===== config.mk =====
export PLATFORM = sky130hd
export DESIGN_NAME = card_status_change_flags
export DESIGN_NICKNAME = d
export VERILOG_FILES = /design/src/csc_flags_pkg.sv /design/src/csc_pin_sync.sv /design/src/card_status_change_flags.sv
export SDC_FILE = /design/constraint.sdc
export NUM_CORES = 1
export LEC_CHECK = 0
export ABC_AREA = 1
export BUFFER_PORTS_ARGS = -buffer_cell sky130_fd_sc_hd__buf_2
export CAP_MARGIN = 40
export CORE_MARGIN = 3
export CORE_UTILIZATION = 40
export DETAILED_ROUTE_END_ITERATION = 7
export GPL_ROUTABILITY_DRIVEN = 0
export GPL_TIMING_DRIVEN = 0
export PLACE_DENSITY = 0.78
export SYNTH_ARGS = -nofsm -noshare
export SYNTH_HDL_FRONTEND = slang
export SYNTH_HIERARCHICAL = 1
export SYNTH_SLANG_ARGS = --single-unit

===== constraint.sdc =====
create_clock -name clk_sys_i -period 1.37 [get_ports clk_sys_i]
set_clock_uncertainty 0.2 [all_clocks]
set_input_delay 0.274 -clock clk_sys_i [delete_from_list [all_inputs] [get_ports clk_sys_i]]
set_output_delay 0.274 -clock clk_sys_i [all_outputs]
set_load 0.005 [all_outputs]

===== src/csc_flags_pkg.sv =====
// Constants for the per-socket card status-change flag register
// Summary of operation
// A flag whose source is disabled always reads as 0.
// An enabled event sets its flag; it stays set until software clears it.
// Any set, enabled flag raises the socket's interrupt to the host.
// Flags clear by a read of the register or by writing 1 to the bit.
// The global clear-mode bit selects clear-on-read or clear-on-write-one.
// Bits 7 to 4 read as zero; writes to them do nothing.
// Bit 3 sets when either card detect pin changes level.
// Memory card: bit 2 sets on a low-to-high edge of READY.
// Memory card: bit 1 sets on a battery low warning.
// I/O card: bits 2 and 1 are held at zero.
// Bit 0 is battery dead for memory cards, status-change asserted for I/O.
// With ring function on, bit 0 shows the live ring indicate pin state.
// Two sockets, each register at 804h, or legacy index 04h and 44h.
// Each of the four flag sources has its own enable input.
// Card-type select: 0 memory card, 1 I/O card.
// Ring function enable turns the battery pin into ring indicate.
// An event in the same cycle as a clear leaves the flag set.
// Card pins are synchronised before edge detection; flags reset to 0.
package csc_flags_pkg;
   // Register locations
   localparam logic [11:0] SOCKET_FLAGS_OFFSET = 12'h804;
   localparam logic [11:0] LEGACY_FLAGS_IDX_A = 12'h004;
   localparam logic [11:0] LEGACY_FLAGS_IDX_B = 12'h044;
   localparam int SOCKET_COUNT = 2;
   // Flag bit positions
   localparam int DETECT_CHANGE_BIT = 3;
   localparam int READY_RISE_BIT = 2;
   localparam int BATTERY_LOW_BIT = 1;
   localparam int BATTERY_DEAD_BIT = 0;
   localparam int FLAG_WIDTH = 4;
   localparam logic [3:0] FLAGS_RESET = 4'h0;
   localparam logic [7:0] RDATA_RESET = 8'h00;
   localparam logic [3:0] UNUSED_BITS_VALUE = 4'h0;
   // Clear mode encoding of the global control bit
   localparam logic CLEAR_ON_READ = 1'b0;
   localparam logic CLEAR_ON_WRITE_ONE = 1'b1;
   // Synchronised pin vector layout
   localparam int PIN_COUNT = 5;
   localparam int PIN_CD1 = 0;
   localparam int PIN_CD2 = 1;
   localparam int PIN_READY = 2;
   localparam int PIN_BVD1 = 3;
   localparam int PIN_BVD2 = 4;
   localparam logic [4:0] PINS_RESET = 5'h00;
   // Cycles after reset before edges are believed
   localparam logic [1:0] ARM_CYCLES = 2'h3;
   localparam logic [1:0] ARM_RESET = 2'h0;
endpackage


===== src/csc_pin_sync.sv =====
// Two-stage synchroniser for the card socket pins
`timescale 1ns/100ps
module csc_pin_sync
   import csc_flags_pkg::*;
#(
   parameter int WIDTH = PIN_COUNT
) (
   input wire logic clk_sys_i,
   input wire logic rst_i,
   input wire logic [WIDTH-1:0] pins_i,
   output logic [WIDTH-1:0] pins_o
);
   logic [WIDTH-1:0] meta_q;
   logic [WIDTH-1:0] sync_q;

   // First stage feeds only the second
   always_ff @(posedge clk_sys_i or posedge rst_i) begin
      if (rst_i) begin
         meta_q <= '0;
         sync_q <= '0;
      end else begin
         meta_q <= pins_i;
         sync_q <= meta_q;
      end
   end

   assign pins_o = sync_q;
endmodule


===== src/card_status_change_flags.sv =====
// Status-change flag registers and interrupts for both card sockets
`timescale 1ns/100ps
module card_status_change_flags
   import csc_flags_pkg::*;
(
   input wire logic clk_sys_i,
   input wire logic rst_i,
   input wire logic host_rd_i,
   input wire logic host_wr_i,
   input wire logic host_legacy_i,
   input wire logic host_socket_i,
   input wire logic [11:0] host_addr_i,
   input wire logic [7:0] host_wdata_i,
   output logic [7:0] host_rdata_o,
   output logic [1:0] csc_irq_o,
   input wire logic flag_clear_mode_i,
   input wire logic [1:0] detect_change_enable_i,
   input wire logic [1:0] ready_rise_enable_i,
   input wire logic [1:0] battery_low_enable_i,
   input wire logic [1:0] battery_dead_enable_i,
   input wire logic [1:0] io_card_select_i,
   input wire logic [1:0] ring_function_enable_i,
   input wire logic [1:0] card_cd1_n_i,
   input wire logic [1:0] card_cd2_n_i,
   input wire logic [1:0] card_ready_i,
   input wire logic [1:0] card_bvd1_i,
   input wire logic [1:0] card_bvd2_i
);
   logic [1:0] arm_q;
   logic [1:0] arm_d;
   logic armed;
   logic [7:0] visible_all;
   logic [1:0] rd_hit_all;
   logic [7:0] rdata_q;
   logic [7:0] rdata_d;

   // Socket-space or legacy-index decode for one socket
   function automatic logic reg_hit(input logic sock, input logic legacy,
                                    input logic sel, input logic [11:0] addr);
      logic hit;
      hit = 1'b0;
      if (legacy) begin
         hit = (addr == (sock ? LEGACY_FLAGS_IDX_B : LEGACY_FLAGS_IDX_A));
      end else begin
         hit = (sel == sock) && (addr == SOCKET_FLAGS_OFFSET);
      end
      return hit;
   endfunction

   // Hold off edge detection until the synchronisers are filled
   always_comb begin
      arm_d = arm_q;
      if (arm_q != ARM_CYCLES) begin
         arm_d = arm_q + 2'h1;
      end
   end

   always_ff @(posedge clk_sys_i or posedge rst_i) begin
      if (rst_i) begin
         arm_q <= ARM_RESET;
      end else begin
         arm_q <= arm_d;
      end
   end

   assign armed = (arm_q == ARM_CYCLES);

   genvar s;
   generate
      for (s = 0; s < SOCKET_COUNT; s++) begin : g_sock
         logic [4:0] pins_raw;
         logic [4:0] pins_sync;
         logic [4:0] prev_q;
         logic [4:0] prev_d;
         logic [3:0] flags_q;
         logic [3:0] flags_d;
         logic [3:0] mask;
         logic [3:0] set_v;
         logic [3:0] clr_v;
         logic [3:0] visible;
         logic rd_hit;
         logic wr_hit;
         logic cd_change;
         logic ready_rise;
         logic warn_start;
         logic dead_start;
         logic io_card;
         logic ring_on;

         assign pins_raw = {card_bvd2_i[s], card_bvd1_i[s], card_ready_i[s],
                            card_cd2_n_i[s], card_cd1_n_i[s]};

         csc_pin_sync #(.WIDTH(PIN_COUNT)) u_sync (
            .clk_sys_i(clk_sys_i),
            .rst_i(rst_i),
            .pins_i(pins_raw),
            .pins_o(pins_sync)
         );

         assign io_card = io_card_select_i[s];
         assign ring_on = ring_function_enable_i[s];
         assign rd_hit = host_rd_i && reg_hit(1'(s), host_legacy_i, host_socket_i, host_addr_i);
         assign wr_hit = host_wr_i && reg_hit(1'(s), host_legacy_i, host_socket_i, host_addr_i);

         // Edge detection, enable gating, clear and set
         always_comb begin
            prev_d = pins_sync;
            cd_change = armed && ((pins_sync[PIN_CD1] ^ prev_q[PIN_CD1]) ||
                                  (pins_sync[PIN_CD2] ^ prev_q[PIN_CD2]));
            ready_rise = armed && pins_sync[PIN_READY] && !prev_q[PIN_READY];
            warn_start = armed && !pins_sync[PIN_BVD2] && prev_q[PIN_BVD2];
            dead_start = armed && !pins_sync[PIN_BVD1] && prev_q[PIN_BVD1];
            mask[DETECT_CHANGE_BIT] = detect_change_enable_i[s];
            mask[READY_RISE_BIT] = ready_rise_enable_i[s] && !io_card;
            mask[BATTERY_LOW_BIT] = battery_low_enable_i[s] && !io_card;
            mask[BATTERY_DEAD_BIT] = battery_dead_enable_i[s];
            set_v[DETECT_CHANGE_BIT] = cd_change;
            set_v[READY_RISE_BIT] = ready_rise;
            set_v[BATTERY_LOW_BIT] = warn_start;
            set_v[BATTERY_DEAD_BIT] = dead_start && !ring_on;
            clr_v = 4'h0;
            if (rd_hit && flag_clear_mode_i == CLEAR_ON_READ) begin
               clr_v = 4'hF;
            end else if (wr_hit && flag_clear_mode_i == CLEAR_ON_WRITE_ONE) begin
               clr_v = host_wdata_i[3:0];
            end
            flags_d = ((flags_q & ~clr_v) | set_v) & mask;
            if (ring_on) begin
               flags_d[BATTERY_DEAD_BIT] = 1'b0;
            end
            visible = flags_q & mask;
            if (ring_on) begin
               visible[BATTERY_DEAD_BIT] = mask[BATTERY_DEAD_BIT] &&
                                           !pins_sync[PIN_BVD1];
            end
         end

         always_ff @(posedge clk_sys_i or posedge rst_i) begin
            if (rst_i) begin
               flags_q <= FLAGS_RESET;
               prev_q <= PINS_RESET;
            end else begin
               flags_q <= flags_d;
               prev_q <= prev_d;
            end
         end

         // Interrupt while any visible flag is set
         assign csc_irq_o[s] = |visible;
         assign visible_all[s*4 +: 4] = visible;
         assign rd_hit_all[s] = rd_hit;

         a_disabled_reads_zero: assert property (@(posedge clk_sys_i) disable iff (rst_i)
            rd_hit && !detect_change_enable_i[s] |=> host_rdata_o[3] == 1'b0)
            else $error("disabled detect flag read back as one");
         a_detect_sets_flag: assert property (@(posedge clk_sys_i) disable iff (rst_i)
            cd_change && detect_change_enable_i[s] |=> flags_q[3] ##0 csc_irq_o[s])
            else $error("detect change did not set flag and interrupt");
         a_flag_held: assert property (@(posedge clk_sys_i) disable iff (rst_i)
            flags_q[3] && detect_change_enable_i[s] && !rd_hit && !wr_hit
            |=> flags_q[3])
            else $error("flag dropped without a clear");
         a_event_beats_clear: assert property (@(posedge clk_sys_i) disable iff (rst_i)
            ready_rise && ready_rise_enable_i[s] && !io_card && rd_hit
            |=> flags_q[2])
            else $error("event lost against a clear");
         a_read_clears: assert property (@(posedge clk_sys_i) disable iff (rst_i)
            rd_hit && flag_clear_mode_i == CLEAR_ON_READ && set_v == 4'h0
            |=> flags_q == 4'h0)
            else $error("read did not clear flags");
         a_write_one_clears: assert property (@(posedge clk_sys_i) disable iff (rst_i)
            wr_hit && flag_clear_mode_i == CLEAR_ON_WRITE_ONE && host_wdata_i[3] && !cd_change
            |=> !flags_q[3])
            else $error("write of one did not clear flag");
         a_read_keeps_mode1: assert property (@(posedge clk_sys_i) disable iff (rst_i)
            rd_hit && flag_clear_mode_i == CLEAR_ON_WRITE_ONE && flags_q[3] &&
            detect_change_enable_i[s] ##1 detect_change_enable_i[s] |-> flags_q[3])
            else $error("read cleared flag in write-one mode");
         a_io_card_mask: assert property (@(posedge clk_sys_i) disable iff (rst_i)
            io_card |=> io_card |-> flags_q[2:1] == 2'h0)
            else $error("ready or battery flag set with io card");
         a_ring_live: assert property (@(posedge clk_sys_i) disable iff (rst_i)
            ring_on && battery_dead_enable_i[s] && rd_hit
            |=> host_rdata_o[0] == !$past(pins_sync[PIN_BVD1]))
            else $error("ring bit does not follow pin");
      end
   endgenerate

   // Read data latched on every read, unmapped reads return zero
   always_comb begin
      rdata_d = rdata_q;
      if (host_rd_i) begin
         rdata_d = RDATA_RESET;
         if (rd_hit_all[0]) begin
            rdata_d = {UNUSED_BITS_VALUE, visible_all[3:0]};
         end else if (rd_hit_all[1]) begin
            rdata_d = {UNUSED_BITS_VALUE, visible_all[7:4]};
         end
      end
   end

   always_ff @(posedge clk_sys_i or posedge rst_i) begin
      if (rst_i) begin
         rdata_q <= RDATA_RESET;
      end else begin
         rdata_q <= rdata_d;
      end
   end

   assign host_rdata_o = rdata_q;

   a_upper_bits_zero: assert property (@(posedge clk_sys_i) disable iff (rst_i)
      host_rd_i |=> host_rdata_o[7:4] == 4'h0)
      else $error("upper flag bits read nonzero");
endmodule


==> results of run 1 <==
==> power by group through the flow <==
stage	registers [mW]	clock network [mW]	logic, mW
2_1_floorplan	1.40	0	0.122
4_1_cts	1.38	0.779	0.265
3_5_place_dp	1.41	0	0.237
5_1_grt	1.39	0.839	0.305
3_3_place_gp	1.41	0	0.227
6_report	1.38	0.759	0.268
==> kinds of logic (layout without fill, tap and decap cells) <==
kind of cell | count (synthesis) | after routing
AOI/OAI and AO/OA | 14 | 14
xor gates and xnor gates | 5 | 5
adders and majority gates | 1 | 1
buffers and inverters | 31 | 105
DFF | 44 | 44
muxes | 1 | 1
other | 1 | 4
and+or+nand+nor | 92 | 92
==> cell type report <==
| type | count | area [um^2] |
|---|---|---|
| Buffer | 5 | 45.0 |
| Clock buffer | 5 | 68.8 |
| Clock inverter | 2 | 12.5 |
| Fill cell | 390 | 1960 |
| Inverter | 26 | 97.6 |
| Multi-Input combinational cell | 117 | 644 |
| Sequential cell | 44 | 1100 |
| Tap cell | 52 | 65.1 |
| Timing Repair Buffer | 67 | 415 |
==> per-layer routing <==
metal  global-route usage, %  wire length (um)
met1                    17.7              1560
met2                    23.1              1730
met3                    4.59               280
met4                    7.65                85
met5                       0                 0
==> through the flow <==
step / hold slack (ns) / cell area (um^2) / TNS (ns)
after floorplan: -0.0858 / 1870 / 0
after global placement: 0.0673 / 2180 / -2.31
after detailed placement: 0.0695 / 2200 / -2.51
after CTS: 0.00233 / 2410 / -0.666
after global routing: 0.00633 / 2450 / -0.782
final: 0.00726 / 2450 / -0.632
==> how the worst max path moves through the flow <==
stage | from | endpoint | slack [ns]
after floorplan | host_addr_i[10] | g_sock[1].flags_q[3]$_DFF_PP0_ | 0.01
after global placement | host_addr_i[10] | g_sock[1].flags_q[3]$_DFF_PP0_ | -0.21
after detailed placement | host_addr_i[10] | g_sock[1].flags_q[2]$_DFF_PP0_ | -0.22
after CTS | g_sock[1].flags_q[0]$_DFF_PP0_ | csc_irq_o[1] | -0.34
after global routing | g_sock[1].flags_q[0]$_DFF_PP0_ | csc_irq_o[1] | -0.39
final | g_sock[1].flags_q[0]$_DFF_PP0_ | csc_irq_o[1] | -0.33
==> cells in the final DEF (no fill, tap or decap) <==
cell type | Yosys | routed
o21ai_0 | 2 | 2
nand3_2 | 1 | 1
buf_2 | 0 | 50
nor2_1 | 8 | 8
a21boi_1 | 1 | 1
nand2_1 | 31 | 30
clkinv_2 | 0 | 1
a21oi_1 | 7 | 7
clkinvlp_4 | 0 | 1
conb_1 | 1 | 4
xor2_1 | 4 | 4
mux2_2 | 1 | 1
clkbuf_8 | 0 | 5
o21ai_1 | 1 | 1
or2_1 | 1 | 1
nor3_1 | 1 | 1
nor2_2 | 5 | 3
buf_8 | 0 | 2
o21ai_2 | 1 | 1
nand2_2 | 5 | 6
inv_1 | 24 | 24
dlygate4sd3_1 | 0 | 12
nand3b_1 | 7 | 7
o211a_1 | 2 | 2
buf_4 | 4 | 8
ha_2 | 0 | 1
nor2_4 | 2 | 4
nand3_1 | 31 | 31
xnor2_1 | 1 | 1
dfrtp_1 | 44 | 44
inv_2 | 2 | 2
==> Yosys cell counts (all sizes together) <==
master	number	area share, %
o21ai	4	1.3
o211a	2	1.1
a21oi	7	1.9
nand2	36	8.0
xnor2	1	0.47
nand3b	7	2.8
inv	26	5.3
nand3	32	8.9
mux2	1	0.61
ha	1	0.68
a21boi	1	0.41
nor2	15	4.5
conb	1	0.20
xor2	4	1.9
buf	4	1.6
dfrtp	44	59
nor3	1	0.27
or2	1	0.34
clkbuf	1	0.20
==> worst reg2reg max path, stage by stage (launching register included) <==
cell and delay [ns]:
dfrtp_1 0.38, ha_2 0.21, buf_8 0.13, mux2_2 0.34
==> repair_timing <==
action                     in CTS  in global routing
gates resized for setup         2                  4
buffers inserted                1                  3
cloned                          0                  0
pin swaps                       0                  2
setup endpoints to repair       3                  6
hold endpoints to repair       42                  0
hold buffers                   12                  0
==> sequential cells by signal, summed over array words and instances, names as in the netlist <==
name,cells
g_sock.u_sync/pins_o,10
g_sock.prev_q,10
arm_q,2
g_sock.flags_q,8
g_sock.u_sync/meta_q,10
host_rdata_o,4
==> flow_summary_export.csv, run 1 <==
group,metric,value,unit
critical_path,reg2reg_from,"arm_q[0]$_DFFE_PP0N_",
synthesis,yosysWarningCount,6,
flow_run,timing.max_cap.violations,0,
drt,via_count,1483,
timing,final.min_clock_period,1.70,ns
worst_hold_path,cell_depth_of_the_worst_min_delay_path,3,
clocking,clk_pin_slew_worst_paths,0.08,ns
drt,post_drt_via_cell_ratio,4.66,
finish,area_growth,32.4,%
power_and_ir_drop,cellPowerDensity,984,mW/mm^2
critical_path,cp_data_arrival_time,1.23,ns
synthesis,postSynthRegisterBits,44,
critical_path,worst_r2r_dst,"arm_q[1]$_DFFE_PP0N_",
clocking,tritoncts_num_sinks,44,
die,io_pins,59,
synthesis,synth_top_family_by_area,"simple AND/OR/NAND/NOR gates",
die,die_area,0.00548,mm^2
synthesis,postSynthAreaPerCell,9.79,um^2
power_and_ir_drop,internal-power,1.84,mW
power_and_ir_drop,ir_worst_vdd,0.878,mV
power_and_ir_drop,share_comb_of_total_power,11.1,%
synthesis,synth-simple-area-share,24.9,%
critical_path,start_kind,"flip-flop",
critical_path,rrSetupSlack,0,ns
placement,numPortBuffers,50,
global_routing,grt_pass1_vias,1445,
critical_path,critical_path.n_buffers_inverters,1,
drt,drt_drc_violations_left,0,
synthesis,post_synthesis_compound_gate_area_fraction,4.67,%
critical_path,slowest_delay,0.39,ns
power_and_ir_drop,p_switching,0.573,mW
critical_path,cp_cell_sequence,"o211a_1 -> nor2_1 -> nand3_1 -> buf_2",
power_and_ir_drop,sequentialPowerShare,57.4,%
finish,post_route_cells_drive_above_1_share,32.3,%
synthesis,post_synth_xor_area_fraction,2.37,%
drt,final_antenna_net_count,0,
die,placementRows,24,
synthesis,synth.mux.area_fraction,0.609,%
critical_path,critical-path-slowest-cell,"dfrtp_1",
clocking,clock_latency_at_the_later_pin_of_the_worst_skew_pair,0.30,ns
global_routing,grt_start_max_net_pins,14,
worst_hold_path,hold_start,"battery_dead_enable_i[1]",
critical_path,critical_path.top_delay_family,"flip-flops",
timing,final_critical_path_setup_slack,-0.332,ns
timing,grt_setup_unrepaired,"true",
finish,insertedDiodeCount,0,
timing,setup_viol,2,
global_routing,grt_pass1_wl,5890,um
placement,post-dp-hpwl,2800,um
die,die_y,74.0,um
synthesis,synth_fa_ha_area_share,0.676,%
timing,fin_crit_sh,124,%
placement,pre_cts_ws,-0.216,ns
critical_path,worst_r2r_path_depth,3,
global_routing,antenna_found_initial,0,
worst_hold_path,hold_path_class,"in2reg",
drt,wire_length_per_cell,11.5,um
critical_path,worst-endpoint-required,0.90,ns
die,placeableCoreArea,0.00441,mm^2
global_routing,grt.overflow.total,0,
die,starting_utilization_of_the_core_area,41.9,%
worst_hold_path,timing.hold.worst_endpoint,"g_sock[1].flags_q[0]$_DFF_PP0_",
global_routing,global_route_usage_sum,14.5,%
timing,hold_viol_final,0,
die,die_width,74.0,um
finish,num-nets-final,316,
critical_path,worst-setup-path-type,"reg2out",
clocking,cts_max_path_buffers,2,
clocking,cts.root.buffer_cell,"clkbuf_8",
critical_path,worstSetupEndpointType,"primary output",
synthesis,synth_cells,189,
power_and_ir_drop,totalPowerFinal,2.41,mW
timing,timing.fmax,588,MHz
finish,post-route-util,55.5,%
power_and_ir_drop,netSwitchingFraction,23.8,%
power_and_ir_drop,cellLeakagePower,1.28,nW
timing,slew_viol_final,0,
critical_path,worstSetupPathDepth,4,
clocking,tritoncts,"done",
critical_path,critical_path_peak_fanout,2,
drt,postRouteWirelength,3660,um
clocking,cts.htree.levels,2,
drt,detail_route.first_pass.iterations,4,
drt,first_iter_violations,32,
placement,dp_cells,295,
synthesis,netlist-cell-type-count,26,
outcome,status,"finished, violations left",
power_and_ir_drop,clock_power_share,31.5,%
finish,final_cell_count_no_fill,318,
synthesis,synth_area,0.00185,mm^2
clocking,cts_inserted_buffers,5,
outcome,violations,"negative setup slack",
synthesis,ys_seq_area_share,59.5,%
No activity file was read; power rests on OpenSTA's default activity.
==> run 2: changes to the inputs <==
- PLACE_DENSITY: 0.78 -> 0.75
- clock period: 1.37 -> 1.81 ns (I/O delays scaled with it)
==> run 2 against run 1 <==
Effect of this change: the run now ends clean; clock-buffer cell count stayed put; die area stayed put; via count is 2.8% lower; first-iteration DRC count is 69% higher; non-clock buffer count is 5 lower; sequential power is 24% lower; critical path depth stayed put; cell count is 1.3% lower; global-route usage is 0.22 points higher; largest power group unchanged.
==> flow_summary_export.csv, run 2 (synthesis results as in run 1) <==
group,metric,value,unit
outcome,status,"complete, no violations",
global_routing,grt_start_max_net_pins,17,
timing,fin_crit_sh,97.1,%
global_routing,antenna_found_initial,0,
die,die_y,74.0,um
die,io_pins,59,
power_and_ir_drop,ir_worst_vdd,0.772,mV
power_and_ir_drop,totalPowerFinal,2.02,mW
critical_path,worst-setup-path-type,"reg2out",
finish,mostFrequentLayoutCell,"buf_2",
timing,final_critical_path_setup_slack,0.0528,ns
drt,final_antenna_net_count,0,
die,starting_utilization_of_the_core_area,41.9,%
timing,timing.fmax,569,MHz
critical_path,worst_r2r_path_depth,3,
critical_path,worst_r2r_dst,"arm_q[1]$_DFFE_PP0N_",
die,placeableCoreArea,0.00441,mm^2
placement,post-dp-hpwl,2810,um
global_routing,grt_pass1_vias,1476,
clocking,cts.htree.levels,2,
clocking,cts.root.buffer_cell,"clkbuf_8",
placement,numPortBuffers,50,
finish,multiInputGateArea,629,um^2
die,die_width,74.0,um
finish,num-nets-final,311,
worst_hold_path,cell_depth_of_the_worst_min_delay_path,3,
critical_path,start_kind,"flip-flop",
critical_path,reg2reg_from,"arm_q[0]$_DFFE_PP0N_",
die,die_area,0.00548,mm^2
drt,drt_drc_violations_left,0,
finish,fin_area,0.00242,mm^2
drt,postRouteWirelength,3560,um
timing,final.min_clock_period,1.76,ns
global_routing,global_route_usage_sum,14.7,%
timing,slew_viol_final,0,
clocking,cts_inserted_buffers,5,
power_and_ir_drop,cellPowerDensity,834,mW/mm^2
clocking,postCtsSetupBuffers,0,
finish,insertedDiodeCount,0,
finish,top_library_cells_by_usage_in_the_layout_fill_and_taps_aside,"buf_2 (50), dfrtp_1 (44), nand2_1 (31), nand3_1 (31), inv_1 (24)",
critical_path,crit_path_from,"g_sock[1].flags_q[0]$_DFF_PP0_",
finish,sequential_cell_area,0.00110,mm^2
power_and_ir_drop,cellLeakagePower,1.27,nW
finish,final.fill_count,388,
placement,pre_cts_ws,0.0876,ns
drt,via_count,1441,
worst_hold_path,hold_start,"detect_change_enable_i[1]",
global_routing,grt.overflow.total,0,
critical_path,cp_data_arrival_time,1.20,ns
drt,wire_length_per_cell,11.3,um
drt,first_iter_violations,54,
drt,detail_route.first_pass.iterations,4,
worst_hold_path,timing.hold.worst_endpoint,"g_sock[1].flags_q[3]$_DFF_PP0_",
critical_path,worstSetupEndpointType,"primary output",
finish,post_route_cells_drive_above_1_share,30.5,%
clocking,clk_pin_slew_worst_paths,0.09,ns
timing,setup_viol,0,
global_routing,grt_pass1_wl,6140,um
finish,area_growth,30.8,%
flow_run,timing.max_cap.violations,0,
critical_path,rrSetupSlack,0.22,ns
timing,grt_setup_unrepaired,"true",
drt,post_drt_via_cell_ratio,4.59,
timing,hold_viol_final,0,
placement,dpl_cell_area,0.00219,mm^2
clocking,tritoncts,"done",
critical_path,worst-endpoint-required,1.25,ns
critical_path,critical_path_peak_fanout,2,
die,placementRows,24,
clocking,cts_max_path_buffers,2,
clocking,tritoncts_num_sinks,44,
worst_hold_path,hold_path_class,"in2reg",
clocking,clock_latency_at_the_later_pin_of_the_worst_skew_pair,0.30,ns
==> run 2: changes by cell type in the layout (fill, tap and decap cells not counted), sizes merged <==
cell | before | now
clkinv | 1 | 0
buf | 60 | 55
bufinv | 0 | 1
inv | 26 | 28
clkbuf | 5 | 6
dlygate4sd3 | 12 | 11
clkinvlp | 1 | 0
==> run 2: layout make-up <==
class | count | share of cell area [%]
Sequential cell | 44 | 45.5
Multi-Input combinational cell | 117 | 26.0
Timing Repair Buffer | 62 | 15.5
Inverter | 26 | 4.03
Clock buffer | 5 | 2.84
Tap cell | 52 | 2.69
Clock inverter | 3 | 2.07
Buffer | 5 | 1.40
==> run 2: stage by stage <==
stage                     util, %  setup TNS [ns]  hold WS [ns]  instances
final                        54.8               0        0.0734        314
after global routing         54.8         -0.0404        0.0658        314
after CTS                    54.8               0        0.0671        314
after detailed placement     49.7               0         0.136        295
after global placement       49.3               0         0.131        294
after floorplan                 -               0       0.00218        192
==> run 2: power breakdown <==
part / switching [mW] / internal [mW]
clock: 0.352 / 0.425
sequential: 0.0187 / 1.03
combinational: 0.0983 / 0.0973
total: 0.469 / 1.55
==> run 2: timing repair <==
item                                   CTS  global route
gates resized for setup                  0             0
setup endpoints to repair                0             1
hold buffers                            11             0
endpoints found under the hold margin   41             0
==> run 2: worst max-delay path by stage <==
stage	slack, ns	end
final	0.05	csc_irq_o[1]
after global placement	0.12	g_sock[0].flags_q[2]$_DFF_PP0_
after floorplan	0.35	g_sock[0].flags_q[3]$_DFF_PP0_
after CTS	0.02	csc_irq_o[0]
after detailed placement	0.09	g_sock[0].flags_q[2]$_DFF_PP0_
after global routing	-0.04	csc_irq_o[0]
==> run 2: metal layers <==
layer	wire length, um	part of all wire (%)	global-route usage, %
met3	299	8.4	4.32
met1	1490	42	18.0
met5	0	0	0
met2	1720	48	25.1
met4	49	1.4	4.83
==> run 2: critical path: stages, from the launching register on <==
cell and delay (ns):
dfrtp_1 0.39, o211a_1 0.22, nor2_1 0.08, nand3_1 0.07, buf_2 0.13
